$ cat config.mk
export PLATFORM = sky130hd
export DESIGN_NAME = xbcs3_top
export DESIGN_NICKNAME = d
export VERILOG_FILES = /design/src/xbcs3_pkg.sv /design/src/xbcs3_strobe_timer.sv /design/src/xbcs3_addr_match.sv /design/src/xbcs3_top.sv
export SDC_FILE = /design/constraint.sdc
export NUM_CORES = 1
export LEC_CHECK = 0
export BUFFER_PORTS_ARGS = -buffer_cell sky130_fd_sc_hd__buf_2
export CAP_MARGIN = 10
export CORE_MARGIN = 1
export CORE_UTILIZATION = 35
export DETAILED_ROUTE_END_ITERATION = 12
export PLACE_DENSITY_LB_ADDON = 0.2
export SYNTH_ARGS = -nofsm -noshare
export SYNTH_HDL_FRONTEND = slang
export SYNTH_SLANG_ARGS = --single-unit
$ cat constraint.sdc
create_clock -name clk_sys -period 5.15 [get_ports clk_sys]
set_input_delay 0.2575 -clock clk_sys [delete_from_list [all_inputs] [get_ports clk_sys]]
set_output_delay 0.2575 -clock clk_sys [all_outputs]
set_load 0.01 [all_outputs]
$ cat src/xbcs3_pkg.sv
// constants, register map and types for the third expansion-bus chip select
// Functional notes
// - high-byte register holds base address bits 15:8, used only in mode 1.
// - low-byte register holds base address bits 7:2, used only in mode 1.
// - low-byte bit 1 write-protects both bytes; only power-on or hard reset clears.
// - protect set makes both address bytes read-only; clear makes them writable.
// - low-byte bit 0 zero enables the chip select, one disables it.
// - selection bit 0 picks mode 1 or 2; no pin is reconfigured.
// - selection bits 3:2 pick strobe width 180, 300, 420 or 540 ns.
// - host cycles driving a strobe are stretched with wait states to the width.
// - selection bit 7 locks that register; only power-on or hard reset clears.
// - a base outside the permitted range makes accesses to it ignored.
package xbcs3_pkg;

    // register indexes; byte address on the bus is four times the index
    localparam logic [7:0] XBCS3_IDX_BASE_HIGH = 8'h66;
    localparam logic [7:0] XBCS3_IDX_BASE_LOW  = 8'h67;
    localparam logic [7:0] XBCS3_IDX_SELECT    = 8'hf0;

    localparam logic [7:0] XBCS3_RST_BASE_HIGH = 8'h00;
    localparam logic [7:0] XBCS3_RST_BASE_LOW  = 8'h00;
    localparam logic [7:0] XBCS3_RST_SELECT    = 8'h00;

    // low-byte fields
    localparam int XBCS3_LOW_DIS_BIT = 0;
    localparam int XBCS3_LOW_WP_BIT  = 1;
    localparam int XBCS3_LOW_ADR_LSB = 2;

    // selection fields
    localparam int XBCS3_SEL_MODE_BIT = 0;
    localparam int XBCS3_SEL_PW_LSB   = 2;
    localparam int XBCS3_SEL_PW_MSB   = 3;
    localparam int XBCS3_SEL_LOCK_BIT = 7;
    localparam logic [7:0] XBCS3_SEL_WMASK = 8'h0d;

    // permitted base I/O range
    localparam logic [15:0] XBCS3_IO_MIN = 16'h0100;
    localparam logic [15:0] XBCS3_IO_MAX = 16'h0ffc;

    // strobe widths
    localparam int XBCS3_CLK_PERIOD_PS = 5000;
    localparam int XBCS3_PW0_NS        = 180;
    localparam int XBCS3_PW1_NS        = 300;
    localparam int XBCS3_PW2_NS        = 420;
    localparam int XBCS3_PW3_NS        = 540;
    localparam int XBCS3_PW0_CYC = (XBCS3_PW0_NS * 1000 + XBCS3_CLK_PERIOD_PS - 1)
                                   / XBCS3_CLK_PERIOD_PS;
    localparam int XBCS3_PW1_CYC = (XBCS3_PW1_NS * 1000 + XBCS3_CLK_PERIOD_PS - 1)
                                   / XBCS3_CLK_PERIOD_PS;
    localparam int XBCS3_PW2_CYC = (XBCS3_PW2_NS * 1000 + XBCS3_CLK_PERIOD_PS - 1)
                                   / XBCS3_CLK_PERIOD_PS;
    localparam int XBCS3_PW3_CYC = (XBCS3_PW3_NS * 1000 + XBCS3_CLK_PERIOD_PS - 1)
                                   / XBCS3_CLK_PERIOD_PS;
    localparam int XBCS3_CNT_W   = 7;

    typedef enum logic [1:0] {
        XBCS3_IDLE   = 2'b00,
        XBCS3_STROBE = 2'b01,
        XBCS3_DONE   = 2'b10
    } xbcs3_state_e;

endpackage

$ cat src/xbcs3_strobe_timer.sv
// down counter that times one expansion-bus strobe
`timescale 1ns/1ps
module xbcs3_strobe_timer #(
    parameter int CNT_W = 7
) (
    input  wire logic             clk_sys,
    input  wire logic             rst_b,
    input  wire logic             load,
    input  wire logic [CNT_W-1:0] load_cycles,
    output logic                  expired
);
    logic [CNT_W-1:0] count_ff;

    always_ff @(posedge clk_sys) begin
        if (!rst_b) begin
            count_ff <= '0;
        end else if (load) begin
            count_ff <= load_cycles;
        end else if (count_ff != '0) begin
            count_ff <= count_ff - CNT_W'(1);
        end
    end

    // true in the cycle the strobe has lasted its full length
    assign expired = (count_ff == CNT_W'(1));
endmodule

$ cat src/xbcs3_addr_match.sv
// base address compare and permitted range check for the third select
`timescale 1ns/1ps
module xbcs3_addr_match (
    input  wire logic [15:0] host_addr,
    input  wire logic [7:0]  base_high,
    input  wire logic [7:0]  base_low,
    output logic             hit
);
    import xbcs3_pkg::*;

    logic [15:0] base;
    logic        in_range;

    assign base     = {base_high, base_low[7:XBCS3_LOW_ADR_LSB], 2'b00};
    // out-of-range bases never claim a cycle
    assign in_range = (base >= XBCS3_IO_MIN) && (base <= XBCS3_IO_MAX);
    assign hit      = in_range && (host_addr[15:2] == base[15:2]);
endmodule

$ cat src/xbcs3_top.sv
// registers, wishbone slave and strobe sequencer for the third expansion select
//
// Decided for this implementation: the Wishbone interface to the registers.
`timescale 1ns/1ps
module xbcs3_top (
    input  wire logic        clk_sys,
    input  wire logic        rst_b,
    // hard reset and soft reset requests from the power logic
    input  wire logic        hard_rst,
    input  wire logic        soft_rst,
    // wishbone classic slave
    input  wire logic        wb_cyc_i,
    input  wire logic        wb_stb_i,
    input  wire logic        wb_we_i,
    input  wire logic [9:0]  wb_adr_i,
    input  wire logic [3:0]  wb_sel_i,
    input  wire logic [31:0] wb_dat_i,
    output logic      [31:0] wb_dat_o,
    output logic             wb_ack_o,
    // decoded host I/O cycle
    input  wire logic        io_valid,
    input  wire logic        io_write,
    input  wire logic [15:0] io_addr,
    output logic             host_wait,
    output logic             io_done,
    // expansion bus side
    output logic             expansion_select_three_n,
    output logic             xbus_rd_n,
    output logic             xbus_wr_n,
    output logic             xbus_mode2
);
    import xbcs3_pkg::*;

    function automatic logic [XBCS3_CNT_W-1:0] strobe_cycles(input logic [1:0] pw);
        case (pw)
            2'b00:   strobe_cycles = XBCS3_CNT_W'(XBCS3_PW0_CYC);
            2'b01:   strobe_cycles = XBCS3_CNT_W'(XBCS3_PW1_CYC);
            2'b10:   strobe_cycles = XBCS3_CNT_W'(XBCS3_PW2_CYC);
            default: strobe_cycles = XBCS3_CNT_W'(XBCS3_PW3_CYC);
        endcase
    endfunction

    function automatic logic idx_is(input logic [9:0] adr, input logic [7:0] idx);
        idx_is = (adr[9:2] == idx);
    endfunction

    logic [7:0]   base_high_ff;
    logic [7:1]   base_low_ff;
    logic         wp_ff;
    logic [7:0]   select_ff;
    logic         ack_ff;
    logic [31:0]  rdata_ff;
    xbcs3_state_e state_ff;
    xbcs3_state_e nxt_state;
    logic         cs_n_ff;
    logic         rd_n_ff;
    logic         wr_n_ff;
    logic         wait_ff;
    logic         done_ff;
    logic         write_cyc_ff;

    logic         wb_req;
    logic         wb_wr;
    logic         wr_high;
    logic         wr_low;
    logic         wr_sel;
    logic [7:0]   base_low;
    logic         mode2;
    logic         cs_disabled;
    logic         addr_hit;
    logic         claim;
    logic         timer_load;
    logic         timer_expired;
    logic [7:0]   rd_byte;
    logic         strobe_start;
    logic         strobe_end;
    logic         nxt_cs_n;
    logic         nxt_rd_n;
    logic         nxt_wr_n;

    // bus decode
    assign wb_req  = wb_cyc_i && wb_stb_i && !ack_ff;
    assign wb_wr   = wb_req && wb_we_i && wb_sel_i[0];
    // protected address bytes drop writes
    assign wr_high = wb_wr && idx_is(wb_adr_i, XBCS3_IDX_BASE_HIGH) && !wp_ff;
    assign wr_low  = wb_wr && idx_is(wb_adr_i, XBCS3_IDX_BASE_LOW) && !wp_ff;
    // locked selection register drops writes
    assign wr_sel  = wb_wr && idx_is(wb_adr_i, XBCS3_IDX_SELECT)
                     && !select_ff[XBCS3_SEL_LOCK_BIT];

    assign base_low    = {base_low_ff[7:2], wp_ff, base_low_ff[1]};
    assign mode2       = select_ff[XBCS3_SEL_MODE_BIT];
    assign cs_disabled = base_low_ff[1];

    // address bytes
    always_ff @(posedge clk_sys) begin
        if (!rst_b || hard_rst || soft_rst) begin
            base_high_ff <= XBCS3_RST_BASE_HIGH;
        end else if (wr_high) begin
            base_high_ff <= wb_dat_i[7:0];
        end
    end

    always_ff @(posedge clk_sys) begin
        if (!rst_b || hard_rst || soft_rst) begin
            base_low_ff <= {XBCS3_RST_BASE_LOW[7:2], XBCS3_RST_BASE_LOW[0]};
        end else if (wr_low) begin
            base_low_ff <= {wb_dat_i[7:XBCS3_LOW_ADR_LSB],
                            wb_dat_i[XBCS3_LOW_DIS_BIT]};
        end
    end

    // write protect: set by software, cleared only by power-on or hard reset
    always_ff @(posedge clk_sys) begin
        if (!rst_b || hard_rst) begin
            wp_ff <= XBCS3_RST_BASE_LOW[XBCS3_LOW_WP_BIT];
        end else if (wr_low && wb_dat_i[XBCS3_LOW_WP_BIT]) begin
            wp_ff <= 1'b1;
        end
    end

    // selection register
    always_ff @(posedge clk_sys) begin
        if (!rst_b) begin
            select_ff <= XBCS3_RST_SELECT;
        end else begin
            if (wr_sel) begin
                // reserved bits stay zero, lock only sets
                select_ff[6:0] <= wb_dat_i[6:0] & XBCS3_SEL_WMASK[6:0];
            end
            if (hard_rst) begin
                select_ff[XBCS3_SEL_LOCK_BIT] <= XBCS3_RST_SELECT[XBCS3_SEL_LOCK_BIT];
            end else if (wr_sel && wb_dat_i[XBCS3_SEL_LOCK_BIT]) begin
                select_ff[XBCS3_SEL_LOCK_BIT] <= 1'b1;
            end
        end
    end

    // bus answer: one wait cycle, unmapped words read zero
    always_comb begin
        rd_byte = 8'h00;
        if (idx_is(wb_adr_i, XBCS3_IDX_BASE_HIGH)) begin
            rd_byte = base_high_ff;
        end else if (idx_is(wb_adr_i, XBCS3_IDX_BASE_LOW)) begin
            rd_byte = base_low;
        end else if (idx_is(wb_adr_i, XBCS3_IDX_SELECT)) begin
            rd_byte = select_ff & (XBCS3_SEL_WMASK | 8'h80);
        end
    end

    always_ff @(posedge clk_sys) begin
        if (!rst_b) begin
            ack_ff <= 1'b0;
        end else begin
            ack_ff <= wb_req;
        end
    end

    always_ff @(posedge clk_sys) begin
        if (!rst_b) begin
            rdata_ff <= 32'h0000_0000;
        end else if (wb_req && !wb_we_i) begin
            rdata_ff <= {24'h00_0000, rd_byte};
        end else begin
            rdata_ff <= 32'h0000_0000;
        end
    end

    assign wb_ack_o = ack_ff;
    assign wb_dat_o = rdata_ff;

    // host cycle decode
    xbcs3_addr_match i_xbcs3_addr_match (
        .host_addr (io_addr),
        .base_high (base_high_ff),
        .base_low  (base_low),
        .hit       (addr_hit)
    );

    // only mode 1 with the select enabled claims cycles
    assign claim = io_valid && addr_hit && !mode2 && !cs_disabled;

    assign timer_load = (state_ff == XBCS3_IDLE) && claim;

    xbcs3_strobe_timer #(
        .CNT_W (XBCS3_CNT_W)
    ) i_xbcs3_strobe_timer (
        .clk_sys     (clk_sys),
        .rst_b       (rst_b),
        .load        (timer_load),
        .load_cycles (strobe_cycles(select_ff[XBCS3_SEL_PW_MSB:XBCS3_SEL_PW_LSB])),
        .expired     (timer_expired)
    );

    // strobe sequencer
    always_comb begin
        nxt_state = state_ff;
        case (state_ff)
            XBCS3_IDLE: begin
                if (claim) begin
                    nxt_state = XBCS3_STROBE;
                end
            end
            XBCS3_STROBE: begin
                if (timer_expired) begin
                    nxt_state = XBCS3_DONE;
                end
            end
            XBCS3_DONE: begin
                if (!io_valid) begin
                    nxt_state = XBCS3_IDLE;
                end
            end
            default: begin
                nxt_state = XBCS3_IDLE;
            end
        endcase
    end

    always_ff @(posedge clk_sys) begin
        if (!rst_b) begin
            state_ff <= XBCS3_IDLE;
        end else begin
            state_ff <= nxt_state;
        end
    end

    assign strobe_start = timer_load;
    assign strobe_end   = (state_ff == XBCS3_STROBE) && timer_expired;

    // direction latched at claim, so io_write may move under a running strobe
    always_ff @(posedge clk_sys) begin
        if (!rst_b) begin
            write_cyc_ff <= 1'b0;
        end else if (strobe_start) begin
            write_cyc_ff <= io_write;
        end
    end

    // chip select and the one strobe picked by io_write (rd or wr) stay low for the whole timed strobe
    always_comb begin
        nxt_cs_n = cs_n_ff;
        nxt_rd_n = rd_n_ff;
        nxt_wr_n = wr_n_ff;
        if (strobe_start) begin
            nxt_cs_n = 1'b0;
            nxt_rd_n = io_write;
            nxt_wr_n = !io_write;
        end else if (strobe_end) begin
            nxt_cs_n = 1'b1;
            nxt_rd_n = 1'b1;
            nxt_wr_n = 1'b1;
        end else if (state_ff == XBCS3_STROBE) begin
            nxt_rd_n = write_cyc_ff;
            nxt_wr_n = !write_cyc_ff;
        end
    end

    always_ff @(posedge clk_sys) begin
        if (!rst_b) begin
            cs_n_ff <= 1'b1;
        end else begin
            cs_n_ff <= nxt_cs_n;
        end
    end

    always_ff @(posedge clk_sys) begin
        if (!rst_b) begin
            rd_n_ff <= 1'b1;
        end else begin
            rd_n_ff <= nxt_rd_n;
        end
    end

    always_ff @(posedge clk_sys) begin
        if (!rst_b) begin
            wr_n_ff <= 1'b1;
        end else begin
            wr_n_ff <= nxt_wr_n;
        end
    end

    // host held in sync wait states until the strobe width is met
    always_ff @(posedge clk_sys) begin
        if (!rst_b) begin
            wait_ff <= 1'b0;
        end else if (timer_load) begin
            wait_ff <= 1'b1;
        end else if (state_ff == XBCS3_STROBE && timer_expired) begin
            wait_ff <= 1'b0;
        end
    end

    always_ff @(posedge clk_sys) begin
        if (!rst_b) begin
            done_ff <= 1'b0;
        end else begin
            done_ff <= (state_ff == XBCS3_STROBE) && timer_expired;
        end
    end

    always_ff @(posedge clk_sys) begin
        if (!rst_b) begin
            xbus_mode2 <= 1'b0;
        end else begin
            xbus_mode2 <= mode2;
        end
    end

    assign expansion_select_three_n = cs_n_ff;
    assign xbus_rd_n                = rd_n_ff;
    assign xbus_wr_n                = wr_n_ff;
    assign host_wait                = wait_ff;
    assign io_done                  = done_ff;

endmodule

==> run metrics, run 1 <==
status=finished, final reports clean; clk sinks=45; CTS tree=yes; post-synthesis area per instance=8.65 µm²; Routed Wire Length=5.34 mm; vias in the first global route=1,820; Reg-to-Reg End=base_low_ff[4]; die area=0.00700 mm²; min-delay src=wb_dat_i[1]; Die Ht=83.7 µm; CP Launch Type=input pin; RSZ-0062 raised after global routing=false; Core Region=0.00639 mm²; Crit path required time=5.32 ns; post-synthesis sequential area ratio=38.6%; hold endpoint=base_high_ff[1]; Initial DRC Count=74; Max Slew Vio Count=0; first-pass GRT wire length=8.60 mm; share of post-route cells with drive strength above 1=23.4%; P_sw=255 µW; # DRC=0; Hold Crit Class=in -> reg; post-CTS setup buffers=0; DR pass1 iterations=6; post_cts resized=0; Filler cells=678; drt via density=4.92; minimum clock period=2.04 ns; PwrDens=317 mW/mm²; Worst-Margin Slew=1.06 ns; Max Buffers Root-to-Sink=2; Hold Fails Final Rpt=0; initial antenna violation count=0; clock share of power=28.7%; post-synth cell types=47; GRT overflow=0; maximum VDD drop=0.000221 V; commonest non-fill, non-tap cell in the layout=buf_2; row count=29; Root Driver=clkbuf_8; most frequent cells in the layout=54 x buf_2, 45 x dfxtp_1, 25 x nor2_1, 25 x a21oi_1, 24 x conb_1; Async S/R FF share, synth=0%; CP Class=in -> reg; Worst-Skew Late Latency=0.29 ns; GP Congestion=0.756; synth-to-layout area growth=14.5%; Die Span X=83.7 µm; CP arrival=2.21 ns; gr usage total=15.4%; largest net degree at the start of global routing=18; hold_ws=0.215 ns; buffers added on ports=54; Post-DP HPWL=3.99 mm; fmax=489 MHz; Final Cycle Share=39.7%; htree depth=2; Worst setup EP type=flip-flop; max cap viols=0; TNS Setup=0 ns; register area=901 µm²; Non-Filler Instances=398; final core utilization=41.9%; flops & latches, synth=45; Initial Utilization=36.6%; TritonCTS Buffers=5; post-cts hold buffer count=0; FF-to-FF Start=wb_ack_o; combinational share of power=25.6%; vias=1,957; placed cells=390; ys flop type=dfxtp_1; worst-path fanout max=17; Yosys Warn Count=0; # setup viols final=0; Ports=110; multi-input logic area=0.00127 mm²; Post-DRT Antenna Nets=0; CTS clk-pin slew, worst paths=0.09 ns; LEAKAGE=1.03 nW; Internal=592 µW; Total Power=848 µW; hold depth=3; ANT cells=0; R2R Setup Slk=3.24 ns; WL/cell=13.4 µm; Rel. slew slack=29.0%; Mapped Cells=270; Flop pwr share=45.7%; number of flops mapped to enable cells by yosys=0; nets@finish=397; sw frac=30.1%; worst reg2reg path depth=5; final setup skew=0.00799 ns; Syn Std Cell Area=0.00233 mm²
==> cell type report <==
type / count / share of cell area [%]
inverter: 6 / 0.842
clock inverter: 1 / 0.187
multi-input combinational: 207 / 47.7
clock buffer: 7 / 3.60
tap: 77 / 3.60
timing repair buffer: 55 / 10.4
sequential: 45 / 33.7
==> cell usage after synthesis (3+ instances only) <==
cell / instances / area share (%)
dfxtp_1: 45 / 39
a21oi_1: 25 / 5.4
nor2_1: 25 / 4.0
buf_4: 24 / 7.7
nand2_1: 23 / 3.7
nand3_1: 18 / 3.9
xnor2_1: 15 / 5.6
clkbuf_1: 9 / 1.4
nor3_1: 7 / 1.5
ha_1: 6 / 3.2
inv_1: 6 / 0.96
a22oi_1: 5 / 1.6
nand4_1: 5 / 1.3
a222oi_1: 4 / 1.7
mux2i_1: 4 / 1.7
a211oi_1: 3 / 0.96
nand2b_1: 3 / 0.80
nand3b_1: 3 / 0.96
nor3b_2: 3 / 1.6
o21ai_0: 3 / 0.64
==> cells by family after synthesis <==
logic type | after synthesis | share of synthesized area (%)
other | 1 | 0.161
XOR/XNOR | 17 | 6.38
adder cells (fa/ha/maj) | 6 | 3.22
flip-flops | 45 | 38.6
AND/OR/NAND/NOR | 105 | 24.6
buffers and inverters | 41 | 10.5
multiplexers | 5 | 2.20
AO/OA/AOI/OAI | 50 | 14.4
==> worst max path at each step <==
stage                startpoint               to  depth (start not counted)
finish              wb_adr_i[9]   base_low_ff[7]                          6
global route        wb_adr_i[9]  base_high_ff[7]                          6
CTS                 wb_adr_i[9]  base_high_ff[6]                          6
detailed placement  wb_adr_i[9]  base_high_ff[6]                          6
global placement    wb_adr_i[9]   base_low_ff[7]                          6
floorplan           state_ff[1]        xbus_wr_n                          5
==> flip-flops by register name, indices dropped and copies added, names as in the netlist, 2 cells and up <==
register                       cells
base_high_ff                       8
wb_dat_o                           8
base_low_ff                        7
i_xbcs3_strobe_timer.count_ff      7
select_ff                          4
state_ff                           2
==> layer usage <==
| layer | GRT usage (%) | share of wire, % | vias to the layer above |
|---|---|---|---|
| met4 | 5.39 | 0.82 | 0 |
| met2 | 25.6 | 49 | 61 |
| met5 | 0 | 0 | - |
| met1 | 19.7 | 46 | 898 |
| li1 | - | - | 994 |
| met3 | 3.26 | 4.3 | 4 |
==> power by group through the flow <==
| stage | clock network [mW] | logic, mW | registers [mW] |
|---|---|---|---|
| after floorplan | 0 | 0.186 | 0.392 |
| after global placement | 0 | 0.217 | 0.396 |
| after detailed placement | 0 | 0.216 | 0.396 |
| after CTS | 0.252 | 0.219 | 0.388 |
| after global routing | 0.268 | 0.247 | 0.393 |
| final | 0.243 | 0.217 | 0.388 |
==> stage by stage <==
step                setup WS (ns)  instance area [µm²]
floorplan                    3.47                 2420
global placement             2.82                 2570
detailed placement           2.81                 2570
CTS                          3.13                 2670
global route                 2.97                 2670
finish                       3.11                 2670
==> worst max-delay path, stage by stage <==
cell and delay [ns]:
buf_2 0.10, and4bb_1 0.26, nor3b_2 0.85, or3b_1 0.56, nand2_1 0.12, a21oi_1 0.07
(Power assumes the default switching activity.)
==> inputs of run 2 (changes only) <==
--- a/config.mk
+++ b/config.mk
@@ -5,6 +5,7 @@
 export SDC_FILE = /design/constraint.sdc
 export NUM_CORES = 1
 export LEC_CHECK = 0
+export ABC_AREA = 1
 export BUFFER_PORTS_ARGS = -buffer_cell sky130_fd_sc_hd__buf_2
 export CAP_MARGIN = 10
 export CORE_MARGIN = 1
==> constraint.sdc (replaced) <==
create_clock -name clk_sys -period 1.6 [get_ports clk_sys]
set_input_delay 0.08 -clock clk_sys [delete_from_list [all_inputs] [get_ports clk_sys]]
set_output_delay 0.08 -clock clk_sys [all_outputs]
set_load 0.01 [all_outputs]
==> run 2 against run 1 <==
  * Register-to-register slack worse by 3.2 ns
  * Critical path type is now reg -> reg
  * Critical endpoint is now write_cyc_ff
  * First-iteration DRC count up 19%
  * Area after synthesis up 8.4%
  * Cell count up 37%
  * Final area up 19%
  * Critical path depth up 4
  * Sequential share of layout area down 5.0 points
  * Clock power rose to 3.8 times the previous value
==> run metrics, run 2 <==
status=finished, final reports clean (unchanged); post-cts hold buffer count=0 (unchanged); Core Region=0.00691 mm² (was 0.00639 mm²); Yosys Warn Count=0 (unchanged); top-count cell post-synth=nand2_1 (was dfxtp_1); TritonCTS Buffers=5 (unchanged); commonest non-fill, non-tap cell in the layout=nand2_1 (was buf_2); post-synthesis area per instance=6.84 µm² (was 8.65 µm²); Hold Crit Class=in -> reg (unchanged); CP Launch Type=flip-flop (was input pin); Initial Utilization=36.6% (about the same); worst reg2reg path depth=10 (was 5); R2R Setup Slk=0.07 ns (was 3.24 ns); Rel. slew slack=65.8% (was 29.0%); vias=2,444 (was 1,957); FF-to-FF Start=base_low_ff[7] (was wb_ack_o); first-pass GRT wire length=9.87 mm (was 8.60 mm); Max Buffers Root-to-Sink=2 (unchanged); minimum clock period=1.53 ns; Post-DRT Antenna Nets=0 (unchanged); commonest cells in the netlist=84 x nand2_1, 52 x inv_1, 45 x dfxtp_1, 45 x nor2_1, 24 x buf_4 (was 45 x dfxtp_1, 25 x a21oi_1, 25 x nor2_1, 24 x buf_4, 23 x nand2_1); most frequent cells in the layout=74 x nand2_1, 54 x buf_2, 48 x inv_1, 42 x nor2_1, 34 x dfxtp_1 (was 54 x buf_2, 45 x dfxtp_1, 25 x nor2_1, 25 x a21oi_1, 24 x conb_1); buffers added on ports=54 (unchanged); maximum VDD drop=0.000412 V (was 0.000221 V); Root Driver=clkbuf_8 (unchanged); Routed Wire Length=6.40 mm (was 5.34 mm); CP endpoint=write_cyc_ff (was base_low_ff[7]); Die Ht=87.0 µm (was 83.7 µm); area leader, netlist=dfxtp_1 (unchanged); Area contributors post-synth=dfxtp_1 36%, nand2_1 12%, inv_1 7.7% (was dfxtp_1 39%, buf_4 7.7%, xnor2_1 5.6%); # DRC=0 (unchanged); Worst-Margin Slew=0.512 ns (was 1.06 ns); ANT cells=0 (unchanged); ys flop type=dfxtp_1 (unchanged); die area=0.00757 mm² (was 0.00700 mm²); GP Congestion=0.804 (was 0.756); GRT overflow=0 (unchanged); PwrDens=888 mW/mm² (was 317 mW/mm²); synth-to-layout area growth=26.3% (was 14.5%); Max Slew Vio Count=0 (unchanged); Mapped Cells=370 (was 270); largest net degree at the start of global routing=16 (was 18); CTS tree=yes (unchanged); initial antenna violation count=0 (unchanged); flops & latches, synth=45 (unchanged); dpl cell area=0.00291 mm² (was 0.00257 mm²); max cap viols=0 (unchanged); nets@finish=525 (was 397); Post-DP HPWL=4.88 mm (was 3.99 mm); Final Instance Area=0.00319 mm² (was 0.00267 mm²); post-synth cell types=31 (was 47); Final Cycle Share=95.8%; CP Class=reg -> reg (was in -> reg); Ports=110 (unchanged); drt via density=4.48 (was 4.92); post-synthesis sequential area ratio=35.6% (was 38.6%); vias in the first global route=2,148 (was 1,820); Async S/R FF share, synth=0% (unchanged); Die Span X=87.0 µm (was 83.7 µm); area share of the largest cell type after synthesis=35.6% (was 38.6%); fmax=652 MHz; clk sinks=45 (unchanged); Initial DRC Count=88 (was 74); Worst setup EP type=flip-flop (unchanged); WL/cell=11.7 µm (was 13.4 µm); Reg-to-Reg End=write_cyc_ff (was base_low_ff[4]); number of flops mapped to enable cells by yosys=0 (unchanged); Hold Fails Final Rpt=0 (unchanged); Crit path required time=1.81 ns (was 5.32 ns); worst-path fanout max=5 (was 17); LEAKAGE=1.55 nW (was 1.03 nW); final setup skew=0.00619 ns (was 0.00799 ns); row count=30 (was 29); RSZ-0062 raised after global routing=true (was false); Worst-Skew Late Latency=0.31 ns (was 0.29 ns); CTS clk-pin slew, worst paths=0.09 ns (about the same); Total Power=2.84 mW (was 848 µW); CP arrival=1.74 ns (was 2.21 ns); CP startpoint=base_low_ff[7] (was wb_adr_i[9]); # setup viols final=0 (unchanged); Syn Std Cell Area=0.00253 mm² (was 0.00233 mm²); share of post-route cells with drive strength above 1=29.4% (was 23.4%); DR pass1 iterations=4 (was 6); gr usage total=17.5% (was 15.4%); htree depth=2 (unchanged)
==> run 2: worst min-delay path by stage <==
stage,from,end,slack (ns),cells after the start
floorplan,wb_dat_i[1],wp_ff,0.22,2
global placement,wb_dat_i[1],wp_ff,0.35,3
detailed placement,wb_dat_i[1],wp_ff,0.36,3
CTS,wb_dat_i[1],wp_ff,0.03,3
global route,wb_dat_i[1],wp_ff,0.04,3
finish,wb_dat_i[1],wp_ff,0.03,3
==> run 2: cell families (layout without fill, tap and decap cells) <==
| family | Yosys count | count (layout) | synth area share (%) |
|---|---|---|---|
| compound gates | 36 | 36 | 8.51 |
| xor+xnor | 9 | 9 | 3.12 |
| other cells | 1 | 24 | 0.148 |
| flops | 45 | 45 | 35.6 |
| fa+ha+maj | 6 | 6 | 2.97 |
| simple gates | 187 | 188 | 32.9 |
| buf+inv | 86 | 141 | 16.8 |
==> run 2: routing by layer <==
metal	GRT usage (%)	up-vias	share of wire, %
li1	-	1277	-
met1	22.4	1099	48
met2	29.0	60	46
met3	3.41	8	4.0
met4	6.52	0	1.9
met5	0	-	0
==> run 2: layout make-up <==
cell class | count | area, µm²
multi-input combinational | 263 | 1390
tap | 96 | 120
clock inverter | 1 | 30.0
sequential | 45 | 917
timing repair buffer | 77 | 443
inverter | 56 | 210
fill | 749 | 3710
clock buffer | 7 | 86.3
==> run 2: power by group <==
group	switching, mW	total (mW)	internal [mW]
Sequential	0.0576	1.25	1.19
Clock	0.404	0.914	0.510
Combinational	0.395	0.675	0.280
Total	0.857	2.84	1.98
==> run 2: timing repair <==
item	4_1_cts	5_1_grt
gates cloned	0	1
buffers inserted	0	7
setup endpoints to repair	3	15
pin swaps	0	17
gates resized for setup	2	36
==> run 2: stage by stage <==
stage               worst slack, ns  cells  TNS (ns)  hold WS [ns]  util [%]
finish                       0.0664    545         0        0.0282      46.3
global route                -0.0194    545   -0.0292        0.0402      46.3
CTS                         -0.0181    537   -0.0200        0.0289      43.9
detailed placement         -0.00318    529  -0.00318         0.357      42.2
global placement             0.0178    529         0         0.350      42.2
floorplan                     0.240    393         0         0.221         -
==> run 2: worst max-delay path: stages, from the launching register on <==
cell and delay (ns):
dfxtp_2 0.36, inv_2 0.04, nand2_2 0.06, nand2_1 0.05, nor2_1 0.10, nand2_1 0.09, nor2_4 0.17, nand3_2 0.11
nor2_4 0.18, nand2_2 0.10, and3_4 0.15
